## src/pkg/pci_target_pkg.sv

```systemverilog
package pci_target_pkg;

  // Bus and local widths
  localparam int ADDR_W = 32;
  localparam int DATA_W = 64;
  localparam int HALF_W = 32;
  localparam int CMD_W = 4;
  localparam int BE_W = 8;
  localparam int HALF_BE_W = 4;

  // Memory commands claimed by the target
  localparam logic [CMD_W-1:0] CMD_MEM_READ = 4'h6;
  localparam logic [CMD_W-1:0] CMD_MEM_WRITE = 4'h7;

  // Address bit that selects the upper half of a local word
  localparam int QWORD_SEL_BIT = 2;

  // Reset values
  localparam logic [DATA_W-1:0] DATA_RESET = 64'h0;
  localparam logic [BE_W-1:0] BE_OFF = 8'hFF;
  localparam logic [HALF_BE_W-1:0] HALF_BE_OFF = 4'hF;
  localparam logic [HALF_W-1:0] HALF_ZERO = 32'h0;

  // Captured address phase
  typedef struct packed {
    logic [ADDR_W-1:0] addr;
    logic [CMD_W-1:0] cmd;
    logic wide;
  } req_type;

  localparam req_type REQ_RESET = '0;

  // Per-half transfer strobes, active low
  typedef struct packed {
    logic upper_n;
    logic lower_n;
  } strobe_type;

  localparam strobe_type STROBE_IDLE = 2'h3;

  // Target sequencer
  typedef enum logic [5:0] {
    ST_IDLE   = 6'h01,
    ST_DECODE = 6'h02,
    ST_MATCH  = 6'h04,
    ST_SELECT = 6'h08,
    ST_TURN   = 6'h10,
    ST_SKIP   = 6'h20
  } state_type;

endpackage

```

## src/rtl/pci_target_wide_local_port.sv

```systemverilog
`timescale 1ns/1ps
// Behaviour
// - Local address goes to the back-end one clock after the address phase.
// - Wide-transfer flag goes low with the local address on a wide request.
// - Window match signals follow one clock after decoding starts.
// - Slow select timing asserts device select one clock after window match.
// - Wide acknowledge asserts together with device select for a wide request.
// - Target ready asserts in the clock after back-end ready for a write; a read waits one more clock for the fetched word.
// - Transaction end clears window match and both half strobes.
// - Narrow bus needs two data phases per local word.
// - Whole local word is latched and the proper half routed to the bus.
// - Separate lower and upper strobes mark which half moves.
// - Aligned start moves the lower half first, otherwise the upper half.
module pci_target_wide_local_port #(
  parameter int NUM_WIN = 2,
  parameter logic [NUM_WIN*32-1:0] WIN_BASE = {32'h2000_0000, 32'h1000_0000},
  parameter logic [NUM_WIN*32-1:0] WIN_MASK = {32'hF000_0000, 32'hF000_0000},
  parameter bit BUS_64 = 1'b1,
  parameter bit SELECT_RESPONSE_SPEED_SLOW = 1'b1
) (
  input wire logic CLK_IN,
  input wire logic RST_IN,
  input wire logic FRAME_N_IN,
  input wire logic REQ64_N_IN,
  input wire logic IRDY_N_IN,
  input wire logic [pci_target_pkg::DATA_W-1:0] AD_IN,
  input wire logic [pci_target_pkg::BE_W-1:0] CBE_N_IN,
  output logic [pci_target_pkg::DATA_W-1:0] AD_OUT,
  output logic AD_OE_N_OUT,
  output logic DEVSEL_N_OUT,
  output logic TRDY_N_OUT,
  output logic ACK64_N_OUT,
  output logic CTL_OE_N_OUT,
  output logic [pci_target_pkg::ADDR_W-1:0] LOCAL_ADDR_TO_BACKEND_OUT,
  output logic [pci_target_pkg::CMD_W-1:0] LOCAL_CMD_OUT,
  output logic WIDE_TRANSFER_FLAG_N_OUT,
  output logic [NUM_WIN-1:0] WINDOW_MATCH_OUT,
  input wire logic BACKEND_READY_N_IN,
  output logic UPPER_HALF_STROBE_N_OUT,
  output logic LOWER_HALF_STROBE_N_OUT,
  input wire logic [pci_target_pkg::DATA_W-1:0] LOCAL_DATA_IN,
  output logic [pci_target_pkg::DATA_W-1:0] LOCAL_DATA_OUT,
  output logic [pci_target_pkg::BE_W-1:0] LOCAL_BE_N_OUT
);
  import pci_target_pkg::*;

  state_type state_reg, state_next;
  req_type req_reg;
  logic prev_frame_n_reg;
  logic wide_flag_n_reg;
  logic [NUM_WIN-1:0] match_reg;
  logic devsel_n_reg;
  logic trdy_n_reg;
  logic ack64_n_reg;
  logic ctl_oe_n_reg;
  logic ad_oe_n_reg;
  logic upper_half_reg;
  logic qword_valid_reg, qword_valid_next;
  logic [DATA_W-1:0] qword_reg;
  logic [DATA_W-1:0] ad_out_reg;
  logic [DATA_W-1:0] wr_data_reg;
  logic [BE_W-1:0] wr_be_n_reg;
  strobe_type strobe_reg, strobe_next;

  // Decode and selection
  wire [NUM_WIN-1:0] hit_vec;
  wire [DATA_W-1:0] routed_bus;
  wire [DATA_W-1:0] routed_qword;
  wire [BE_W-1:0] routed_be_n;
  wire start = (state_reg == ST_IDLE) && prev_frame_n_reg && !FRAME_N_IN;
  wire is_read = (req_reg.cmd == CMD_MEM_READ);
  wire is_write = (req_reg.cmd == CMD_MEM_WRITE);
  wire any_hit = (|hit_vec) && (is_read || is_write);
  wire wide_mode = BUS_64 && req_reg.wide;
  wire data_xfer = (state_reg == ST_SELECT) && !IRDY_N_IN && !trdy_n_reg;
  wire last_xfer = data_xfer && FRAME_N_IN;
  wire aborted = (state_reg == ST_SELECT) && FRAME_N_IN && IRDY_N_IN;
  wire backend_ready = !BACKEND_READY_N_IN;
  wire in_select_next = (state_next == ST_SELECT);
  wire strobe_idle = (strobe_reg == STROBE_IDLE);
  wire rd_fetch = (state_reg == ST_SELECT) && is_read && !qword_valid_reg && strobe_idle &&
                  backend_ready;
  wire rd_capture = is_read && !strobe_idle;
  wire [DATA_W-1:0] qword_view = rd_capture ? LOCAL_DATA_IN : qword_reg;
  wire rd_consume = data_xfer && is_read && (wide_mode || upper_half_reg);
  wire trdy_hold = !trdy_n_reg && IRDY_N_IN;
  wire trdy_go = backend_ready && (is_write || qword_valid_next);
  strobe_type half_strobe;
  assign half_strobe.upper_n = !(wide_mode || upper_half_reg);
  assign half_strobe.lower_n = !(wide_mode || !upper_half_reg);

  window_decoder #(
    .NUM_WIN(NUM_WIN),
    .WIN_BASE(WIN_BASE),
    .WIN_MASK(WIN_MASK)
  ) u_decoder (
    .addr_in(req_reg.addr),
    .hit_out(hit_vec)
  );

  half_router u_router (
    .qword_in(qword_view),
    .bus_in(AD_IN),
    .be_n_in(CBE_N_IN),
    .upper_in(upper_half_reg),
    .wide_in(wide_mode),
    .bus_out(routed_bus),
    .qword_out(routed_qword),
    .be_n_out(routed_be_n)
  );

  // Sequencer
  always_comb begin
    state_next = state_reg;
    unique case (state_reg)
      ST_IDLE: begin
        if (start) begin
          state_next = ST_DECODE;
        end
      end
      ST_DECODE: begin
        if (!any_hit) begin
          state_next = ST_SKIP;
        end else if (SELECT_RESPONSE_SPEED_SLOW) begin
          state_next = ST_MATCH;
        end else begin
          state_next = ST_SELECT;
        end
      end
      ST_MATCH: begin
        state_next = ST_SELECT;
      end
      ST_SELECT: begin
        if (last_xfer || aborted) begin
          state_next = ST_TURN;
        end
      end
      ST_TURN: begin
        state_next = ST_IDLE;
      end
      ST_SKIP: begin
        if (FRAME_N_IN && IRDY_N_IN) begin
          state_next = ST_IDLE;
        end
      end
    endcase
  end

  // Read word holding
  always_comb begin
    qword_valid_next = qword_valid_reg;
    if (state_reg == ST_TURN) begin
      qword_valid_next = 1'b0;
    end else if (rd_capture) begin
      qword_valid_next = 1'b1;
    end else if (rd_consume) begin
      qword_valid_next = 1'b0;
    end
  end

  // Half strobes toward the back-end
  always_comb begin
    strobe_next = STROBE_IDLE;
    if (data_xfer && is_write) begin
      strobe_next = half_strobe;
    end else if (rd_fetch) begin
      strobe_next = half_strobe;
    end
  end

  always_ff @(posedge CLK_IN) begin
    if (RST_IN) begin
      state_reg <= ST_IDLE;
      prev_frame_n_reg <= 1'b1;
      strobe_reg <= STROBE_IDLE;
      qword_valid_reg <= 1'b0;
    end else begin
      state_reg <= state_next;
      prev_frame_n_reg <= FRAME_N_IN;
      strobe_reg <= strobe_next;
      qword_valid_reg <= qword_valid_next;
    end
  end

  // Address phase capture
  always_ff @(posedge CLK_IN) begin
    if (RST_IN) begin
      req_reg <= REQ_RESET;
      wide_flag_n_reg <= 1'b1;
    end else if (start) begin
      req_reg <= {AD_IN[ADDR_W-1:0], CBE_N_IN[CMD_W-1:0], !REQ64_N_IN};
      wide_flag_n_reg <= REQ64_N_IN;
    end else if (state_reg == ST_TURN) begin
      wide_flag_n_reg <= 1'b1;
    end
  end

  // Window match
  always_ff @(posedge CLK_IN) begin
    if (RST_IN || state_reg == ST_TURN || state_reg == ST_SKIP) begin
      match_reg <= '0;
    end else if (state_reg == ST_DECODE) begin
      match_reg <= any_hit ? hit_vec : '0;
    end
  end

  // Bus handshake lines
  always_ff @(posedge CLK_IN) begin
    if (RST_IN) begin
      devsel_n_reg <= 1'b1;
      trdy_n_reg <= 1'b1;
      ack64_n_reg <= 1'b1;
      ctl_oe_n_reg <= 1'b1;
      ad_oe_n_reg <= 1'b1;
    end else begin
      devsel_n_reg <= !in_select_next;
      ack64_n_reg <= !(in_select_next && wide_mode);
      trdy_n_reg <= !(in_select_next && (trdy_hold || trdy_go));
      ctl_oe_n_reg <= !(in_select_next || state_next == ST_TURN);
      ad_oe_n_reg <= !(in_select_next && is_read);
    end
  end

  // Half tracking and data paths
  always_ff @(posedge CLK_IN) begin
    if (RST_IN) begin
      upper_half_reg <= 1'b0;
      qword_reg <= DATA_RESET;
      ad_out_reg <= DATA_RESET;
      wr_data_reg <= DATA_RESET;
      wr_be_n_reg <= BE_OFF;
    end else begin
      if (start) begin
        upper_half_reg <= AD_IN[QWORD_SEL_BIT];
      end else if (data_xfer && !wide_mode) begin
        upper_half_reg <= !upper_half_reg;
      end
      if (rd_capture) begin
        qword_reg <= LOCAL_DATA_IN;
      end
      ad_out_reg <= routed_bus;
      if (data_xfer && is_write) begin
        wr_data_reg <= routed_qword;
        wr_be_n_reg <= routed_be_n;
      end
    end
  end

  assign AD_OUT = ad_out_reg;
  assign AD_OE_N_OUT = ad_oe_n_reg;
  assign DEVSEL_N_OUT = devsel_n_reg;
  assign TRDY_N_OUT = trdy_n_reg;
  assign ACK64_N_OUT = ack64_n_reg;
  assign CTL_OE_N_OUT = ctl_oe_n_reg;
  assign LOCAL_ADDR_TO_BACKEND_OUT = req_reg.addr;
  assign LOCAL_CMD_OUT = req_reg.cmd;
  assign WIDE_TRANSFER_FLAG_N_OUT = wide_flag_n_reg;
  assign WINDOW_MATCH_OUT = match_reg;
  assign UPPER_HALF_STROBE_N_OUT = strobe_reg.upper_n;
  assign LOWER_HALF_STROBE_N_OUT = strobe_reg.lower_n;
  assign LOCAL_DATA_OUT = wr_data_reg;
  assign LOCAL_BE_N_OUT = wr_be_n_reg;
endmodule // pci_target_wide_local_port

```

## src/rtl/window_decoder.sv

```systemverilog
`timescale 1ns/1ps
module window_decoder #(
  parameter int NUM_WIN = 2,
  parameter logic [NUM_WIN*32-1:0] WIN_BASE = '0,
  parameter logic [NUM_WIN*32-1:0] WIN_MASK = '0
) (
  input wire logic [pci_target_pkg::ADDR_W-1:0] addr_in,
  output logic [NUM_WIN-1:0] hit_out
);
  import pci_target_pkg::*;

  generate
    if (NUM_WIN < 1 || NUM_WIN > 6) begin : g_bad
      $error("window_decoder: NUM_WIN must be 1 to 6");
    end
    for (genvar i = 0; i < NUM_WIN; i++) begin : g_win
      wire [ADDR_W-1:0] base_w = WIN_BASE[i*32 +: 32];
      wire [ADDR_W-1:0] mask_w = WIN_MASK[i*32 +: 32];
      assign hit_out[i] = ((addr_in & mask_w) == (base_w & mask_w));
    end
  endgenerate

endmodule // window_decoder

```

## src/rtl/half_router.sv

```systemverilog
`timescale 1ns/1ps
module half_router (
  input wire logic [pci_target_pkg::DATA_W-1:0] qword_in,
  input wire logic [pci_target_pkg::DATA_W-1:0] bus_in,
  input wire logic [pci_target_pkg::BE_W-1:0] be_n_in,
  input wire logic upper_in,
  input wire logic wide_in,
  output logic [pci_target_pkg::DATA_W-1:0] bus_out,
  output logic [pci_target_pkg::DATA_W-1:0] qword_out,
  output logic [pci_target_pkg::BE_W-1:0] be_n_out
);
  import pci_target_pkg::*;

  // Read side: whole word or the selected half on the low lanes
  wire [HALF_W-1:0] read_half = upper_in ? qword_in[DATA_W-1:HALF_W] : qword_in[HALF_W-1:0];
  assign bus_out = wide_in ? qword_in : {HALF_ZERO, read_half};

  // Write side: low lanes steered into the selected half
  wire [HALF_W-1:0] low_lanes = bus_in[HALF_W-1:0];
  wire [HALF_BE_W-1:0] low_be_n = be_n_in[HALF_BE_W-1:0];
  assign qword_out = wide_in ? bus_in : {low_lanes, low_lanes};
  assign be_n_out = wide_in ? be_n_in :
                    (upper_in ? {low_be_n, HALF_BE_OFF} : {HALF_BE_OFF, low_be_n});

endmodule // half_router

```

## config.mk

```make
export PLATFORM = sky130hd
export DESIGN_NAME = pci_target_wide_local_port
export DESIGN_NICKNAME = d
export VERILOG_FILES = /design/src/pkg/pci_target_pkg.sv /design/src/rtl/pci_target_wide_local_port.sv /design/src/rtl/window_decoder.sv /design/src/rtl/half_router.sv
export SDC_FILE = /design/constraint.sdc
export NUM_CORES = 1
export LEC_CHECK = 0
export ABC_CLOCK_PERIOD_IN_PS = 3360
export BUFFER_PORTS_ARGS = -buffer_cell sky130_fd_sc_hd__buf_2
export CORE_MARGIN = 1.5
export CORE_UTILIZATION = 38
export CTS_BUF_LIST = sky130_fd_sc_hd__clkbuf_16
export DETAILED_ROUTE_END_ITERATION = 10
export GPL_TIMING_DRIVEN = 0
export PLACE_DENSITY = 0.69
export SYNTH_ARGS = -nofsm -noshare
export SYNTH_HDL_FRONTEND = slang
export SYNTH_SLANG_ARGS = --single-unit
```

## constraint.sdc

```tcl
create_clock -name CLK_IN -period 3.36 [get_ports CLK_IN]
set_input_delay 0.168 -clock CLK_IN [delete_from_list [all_inputs] [get_ports CLK_IN]]
set_output_delay 0.168 -clock CLK_IN [all_outputs]
set_load 0.01 [all_outputs]
```

# After elaboration in Yosys (flattened, before gate mapping)
# Index checks and enable logic that the tools add are counted.
totals:
  reg_bits: 256
  inputBits: 142
  output_inout_bits: 182
classes:
  n_eq_ne: 13
  mux: 21
  bitwise: 1
  reduce_logical: 52
op_table:
  columns: ["operator", "count"]
  rows:
  - ["$mux W64", 2]
  - ["$mux W32", 2]
  - ["$pmux W6 S6", 1]
  - ["$mux W6", 4]
  - ["$logic_and A1 B1 Y1", 23]
  - ["$logic_not A1 Y1", 16]
  - ["$mux W8", 2]
  - ["$eq A6 B4 Y1 const B", 2]
  - ["$eq A6 B5 Y1 const B", 2]
  - ["$logic_or A1 B1 Y1", 9]
  - ["$eq A4 B3 Y1 const B", 2]
  - ["$mux W1", 7]
  - ["$eq A6 B1 Y1 const B", 1]
  - ["$eq A6 B2 Y1 const B", 1]
  - ["$eq A6 B3 Y1 const B", 1]
  - ["$eq A6 B6 Y1 const B", 1]
  - ["$mux W2", 3]
  - ["$eq A4 B1 Y1 const B", 1]
  - ["$eq A4 B2 Y1 const B", 1]
  - ["$reduce_bool A2 Y1", 2]
  - ["$reduce_or A2 Y1", 2]
  - ["$eq A2 B2 Y1 const B", 1]
  - ["$not A1 Y1", 1]

# Logic depth before layout (Yosys ltp)
logic_depth:
  depth_word: 13
  ltp_mapped: 8
  depth_no_buf: 5

# Modules after synthesis
# Synthesis repeated with hierarchy kept, for this count alone.
hier_totals:
  hier_cells: 1089
  hier_area_um2: 10456.3
by_module_without_submodules:
  columns: ["mod", "instances", "cells_each", "area_per_inst_um2", "seq_area_each_um2"]
  rows:
  - ["pci_target_wide_local_port", 1, 932, 9048.7, 5124.9]
  - ["half_router", 1, 155, 1390.1, 0.0]
  - ["window_decoder", 1, 2, 17.5, 0.0]

# Worst setup path before layout
# OpenSTA, ideal clock, no wires.
synth_path:
  path_kind: "flip-flop to flip-flop"
  start: "reg state_reg[1]"
  end: "reg wr_be_n_reg[4] (netlist: LOCAL_BE_N_OUT[4])"
  arrival_ps: 1696
  t_required_ps: 3240
  slack_ps: 1545
  path_stages_with_launch: 8
  synth_period_minus_slack_ps: 1815
  path_cell_list: "dfxtp_1 buf_6 nor3_4 nand3_2 or3_1 buf_2 buf_6 a211o_1"
synth_via:
  elab_chain_cells: 4
synth_lines:
  columns: ["element", "line", "text"]
  rows:
  - ["start: declaration", "pci_target_wide_local_port.sv:47", "state_type state_reg, state_next;"]
  - ["start signal: assignment", "pci_target_wide_local_port.sv:178", "state_reg <= state_next;"]
  - ["$eq A6 B4 Y1", "pci_target_wide_local_port.sv:75", "wire data_xfer = (state_reg == ST_SELECT) && !IRDY_N_IN && !trdy_n_reg;"]
  - ["$logic_and A1 B1 Y1 (2 in a row)", "pci_target_wide_local_port.sv:75", null]
  - ["$logic_and A1 B1 Y1", "pci_target_wide_local_port.sv:242", "if (data_xfer && is_write) begin"]
  - ["end signal: assignment", "pci_target_wide_local_port.sv:244", "wr_be_n_reg <= routed_be_n;"]
  - ["end: declaration", "pci_target_wide_local_port.sv:62", "logic [BE_W-1:0] wr_be_n_reg;"]
# No other way between the ends.
# A chain may end at the register's enable or synchronous reset.

# Worst setup path after layout
layout_path:
  start: "reg state_reg[4]"
  end: "reg upper_half_reg"
layout_via:
  elab_chain_cells: 5
  word_cells_on_any_way: 9
  classes_between: "2 x eq/ne; 1 x mux; 6 x reduce/logical"
layout_lines:
  columns: ["element", "line", "text"]
  rows:
  - ["$eq A6 B4 Y1", "pci_target_wide_local_port.sv:75", null]
  - ["$logic_and A1 B1 Y1 (2 in a row)", "pci_target_wide_local_port.sv:75", null]
  - ["$logic_and A1 B1 Y1", "pci_target_wide_local_port.sv:235", "end else if (data_xfer && !wide_mode) begin"]
  - ["$reduce_bool A2 Y1 (no line)", null, null]
  - ["end signal: assignment", "pci_target_wide_local_port.sv:234", "upper_half_reg <= AD_IN[QWORD_SEL_BIT];"]
  - ["end signal: assignment", "pci_target_wide_local_port.sv:236", "upper_half_reg <= !upper_half_reg;"]
  - ["end: declaration", "pci_target_wide_local_port.sv:57", "logic upper_half_reg;"]
# Parallel ways exist; a longest one is shown, timed or not.

==> flow_metrics.py <==
metrics = {
    "run_status": {
        "outcome": "finished clean",
    },
    "worst_setup_path": {
        "startpoint_type": "flip-flop",
        "cp_num_buf_inv": 2,
        "critPathTopFamily": "simple AND/OR/NAND/NOR gates",
        "cp_max_fo": 10,
        "critPathRequiredTime_ps": 3750,
        "crit_path_top_delay_cell": "nor4bb_1",
        "reg2reg_from": "state_reg[4]",
        "reg2regPathDepth": 6,
        "path_class": "reg2reg",
        "cp-end-kind": "flip-flop",
        "crit_path_cell_trace": "buf_2, nor4bb_1, nand3_1, clkbuf_1, nor2_1, a211oi_1",
        "critical-path-max-stage-delay_ps": 430,
        "crit_cells": 6,
        "crit_arrival_ps": 2710,
        "startpoint": "state_reg[4]",
    },
    "grt": {
        "grt_pass1_wl_um": 47100,
        "grt.overflow.total": 0,
        "grt_pass1_vias": 8878,
        "gr-usage-all-layers": 0.246,
        "grt_start_max_net_pins": 16,
        "antenna_found_initial": 0,
    },
    "placed_design": {
        "placed_cell_area_um2": 11000,
        "dpl.hpwl_um": 21600,
        "io_buffers": 322,
        "dpl_worst_slack_ps": 1020,
        "gp_congestion": 0.842,
    },
    "clock_network": {
        "clock_path_buffers": 3,
        "cts_setup_buffers": 0,
        "cts-root-buf": "clkbuf_16",
        "insertion_delay_ps": 530,
        "cts_buffers": 27,
        "clk_pin_slew_ps": 70,
        "cts_sinks": 256,
        "cts_tree": "built",
        "cts_max_level": 1,
        "cts_resized": 0,
        "hold_buffers": 129,
    },
    "final_layout": {
        "final_util": 0.562,
        "drive_gt1_frac": 0.273,
        "stdcell_area_um2": 13100,
        "area_delta_synth_final_pct": 45.7,
        "diodes": 0,
        "fin_nets": 1575,
    },
    "synth": {
        "synth_area_leaders": "dfxtp_1, mux2i_1, nor2_1, nand2_1, a21oi_1",
        "ys_types": 44,
        "syn_nets": 1095,
        "synth.most_common_cell": "dfxtp_1",
        "ys.flop_type": "dfxtp_1",
        "async_reset_ff_frac": 0,
        "ys_ff_latch": 256,
        "synth_edf_count": 0,
        "yosysWarnings": 0,
        "synth_top_area_share": 0.570,
        "yosys.area.top_type": "dfxtp_1",
        "syn_area_um2": 8990,
        "ys_seq_area_frac": 0.570,
        "syn_area_per_cell_um2": 9.44,
        "synthTopCellsByCount": "dfxtp_1, nor2_1, nand2_1",
        "syn_inst": 953,
    },
    "timing": {
        "drv_slew": 0,
        "post-route-period-util": 0.693,
        "finalWorstSetupSlack_ps": 1030,
        "max_slew_margin": 0.403,
        "fin_skew_ps": 13.6,
        "finalSetupTns_ps": 0,
        "fmax_ghz": 0.430,
        "rsz0062_at_grt": "false",
        "setup-violations-final": 0,
        "hold_viol": 0,
        "tightest_slew_ps": 895,
        "post-route-min-period_ps": 2330,
    },
    "routing": {
        "wl_per_cell_um": 17.7,
        "wl_met2_um": 15600,
        "drt-vias-per-instance": 4.88,
        "wl_met3_um": 2650,
        "dr.pass1.iters": 5,
        "met1_length_um": 12400,
        "drc": 0,
        "drt_iter0_drc": 424,
        "ant_nets": 0,
        "highest-signal-layer": "met4",
        "wirelength_um": 31300,
        "via_count": 8650,
    },
    "power_and_ir_drop": {
        "power.density_nw_per_um2": 501,
        "p_leak_nw": 6.02,
        "ir_drop_mv": 0.387,
    },
    "floorplanning": {
        "io_pins": 324,
        "die_area_um2": 24600,
        "die_h_um": 157,
        "die_width_um": 157,
        "rows": 56,
        "core_area_um2": 23300,
        "initial_core_util": 0.385,
    },
    "worst_hold_path": {
        "min_path_cells": 3,
        "hp-start": "AD_IN[39]",
        "hold_class": "in2reg",
    },
    "run": {
        "drv_cap": 0,
    },
}
[logic make-up after synthesis]
group | after synthesis | synth area share
multiplexers | 99 | 0.110
flip-flops | 256 | 0.570
AND/OR/NAND/NOR | 346 | 0.160
buffers and inverters | 79 | 0.0391
XOR/XNOR | 3 | 0.00292
AO/OA/AOI/OAI | 170 | 0.118
[where the power goes]
group          total [W]  internal, W  switching, W  leakage, nW
Combinational   0.000676     0.000300      0.000376         3.56
Clock            0.00277      0.00154       0.00123        0.399
Sequential       0.00311      0.00308     0.0000301         2.07
[stage by stage]
step,hold WS [ps],cells,power (W)
global route,12.2,1771,0.00677
floorplan,275,953,0.00347
detailed placement,429,1594,0.00373
finish,21.6,1771,0.00656
CTS,2.73,1771,0.00659
global placement,422,1594,0.00372
[final timing paths]
check                                  end  slack (ps)
max                         upper_half_reg        1030
min                     LOCAL_DATA_OUT[39]          20
max reg2reg                 upper_half_reg        1030
min reg2reg  LOCAL_ADDR_TO_BACKEND_OUT[11]         450
[worst register-to-register path, delay by kind of cell (launching register included)]
kind | cells | cell delay [ps]
compound gates | 1 | 90
flops | 1 | 370
buf+inv | 2 | 630
simple gates | 3 | 1100
[cells in the final DEF (no fill, tap or decap), drive strengths merged, types with 6 or more instances in the layout]
| cell type | Yosys | layout |
|---|---|---|
| mux2i | 99 | 99 |
| dfxtp | 256 | 256 |
| a211oi | 36 | 36 |
| clkbuf | 44 | 71 |
| buf | 28 | 350 |
| nand2b | 6 | 6 |
| a21oi | 75 | 75 |
| dlygate4sd3 | 0 | 129 |
| inv | 7 | 11 |
| nor2 | 155 | 155 |
| nand2 | 147 | 147 |
| nor3 | 11 | 11 |
| clkinv | 0 | 11 |
| o22ai | 36 | 36 |
[layout make-up]
cell class / count / area, µm²
clock inverters: 21 / 136
plain buffers: 72 / 325
well taps: 319 / 399
multi-input cells: 618 / 3520
clock buffers: 27 / 676
repair buffers: 451 / 2900
flip-flops and latches: 256 / 5120
inverters: 7 / 26.3
fillers: 1997 / 10200
[routing by layer]
layer | vias to the layer above | GRT usage
met3 | 66 | 0.0739
met4 | 0 | 0.0757
met1 | 4041 | 0.269
met5 | - | 0
li1 | 4202 | -
met2 | 341 | 0.454
Power figures use the tool's default switching activity.
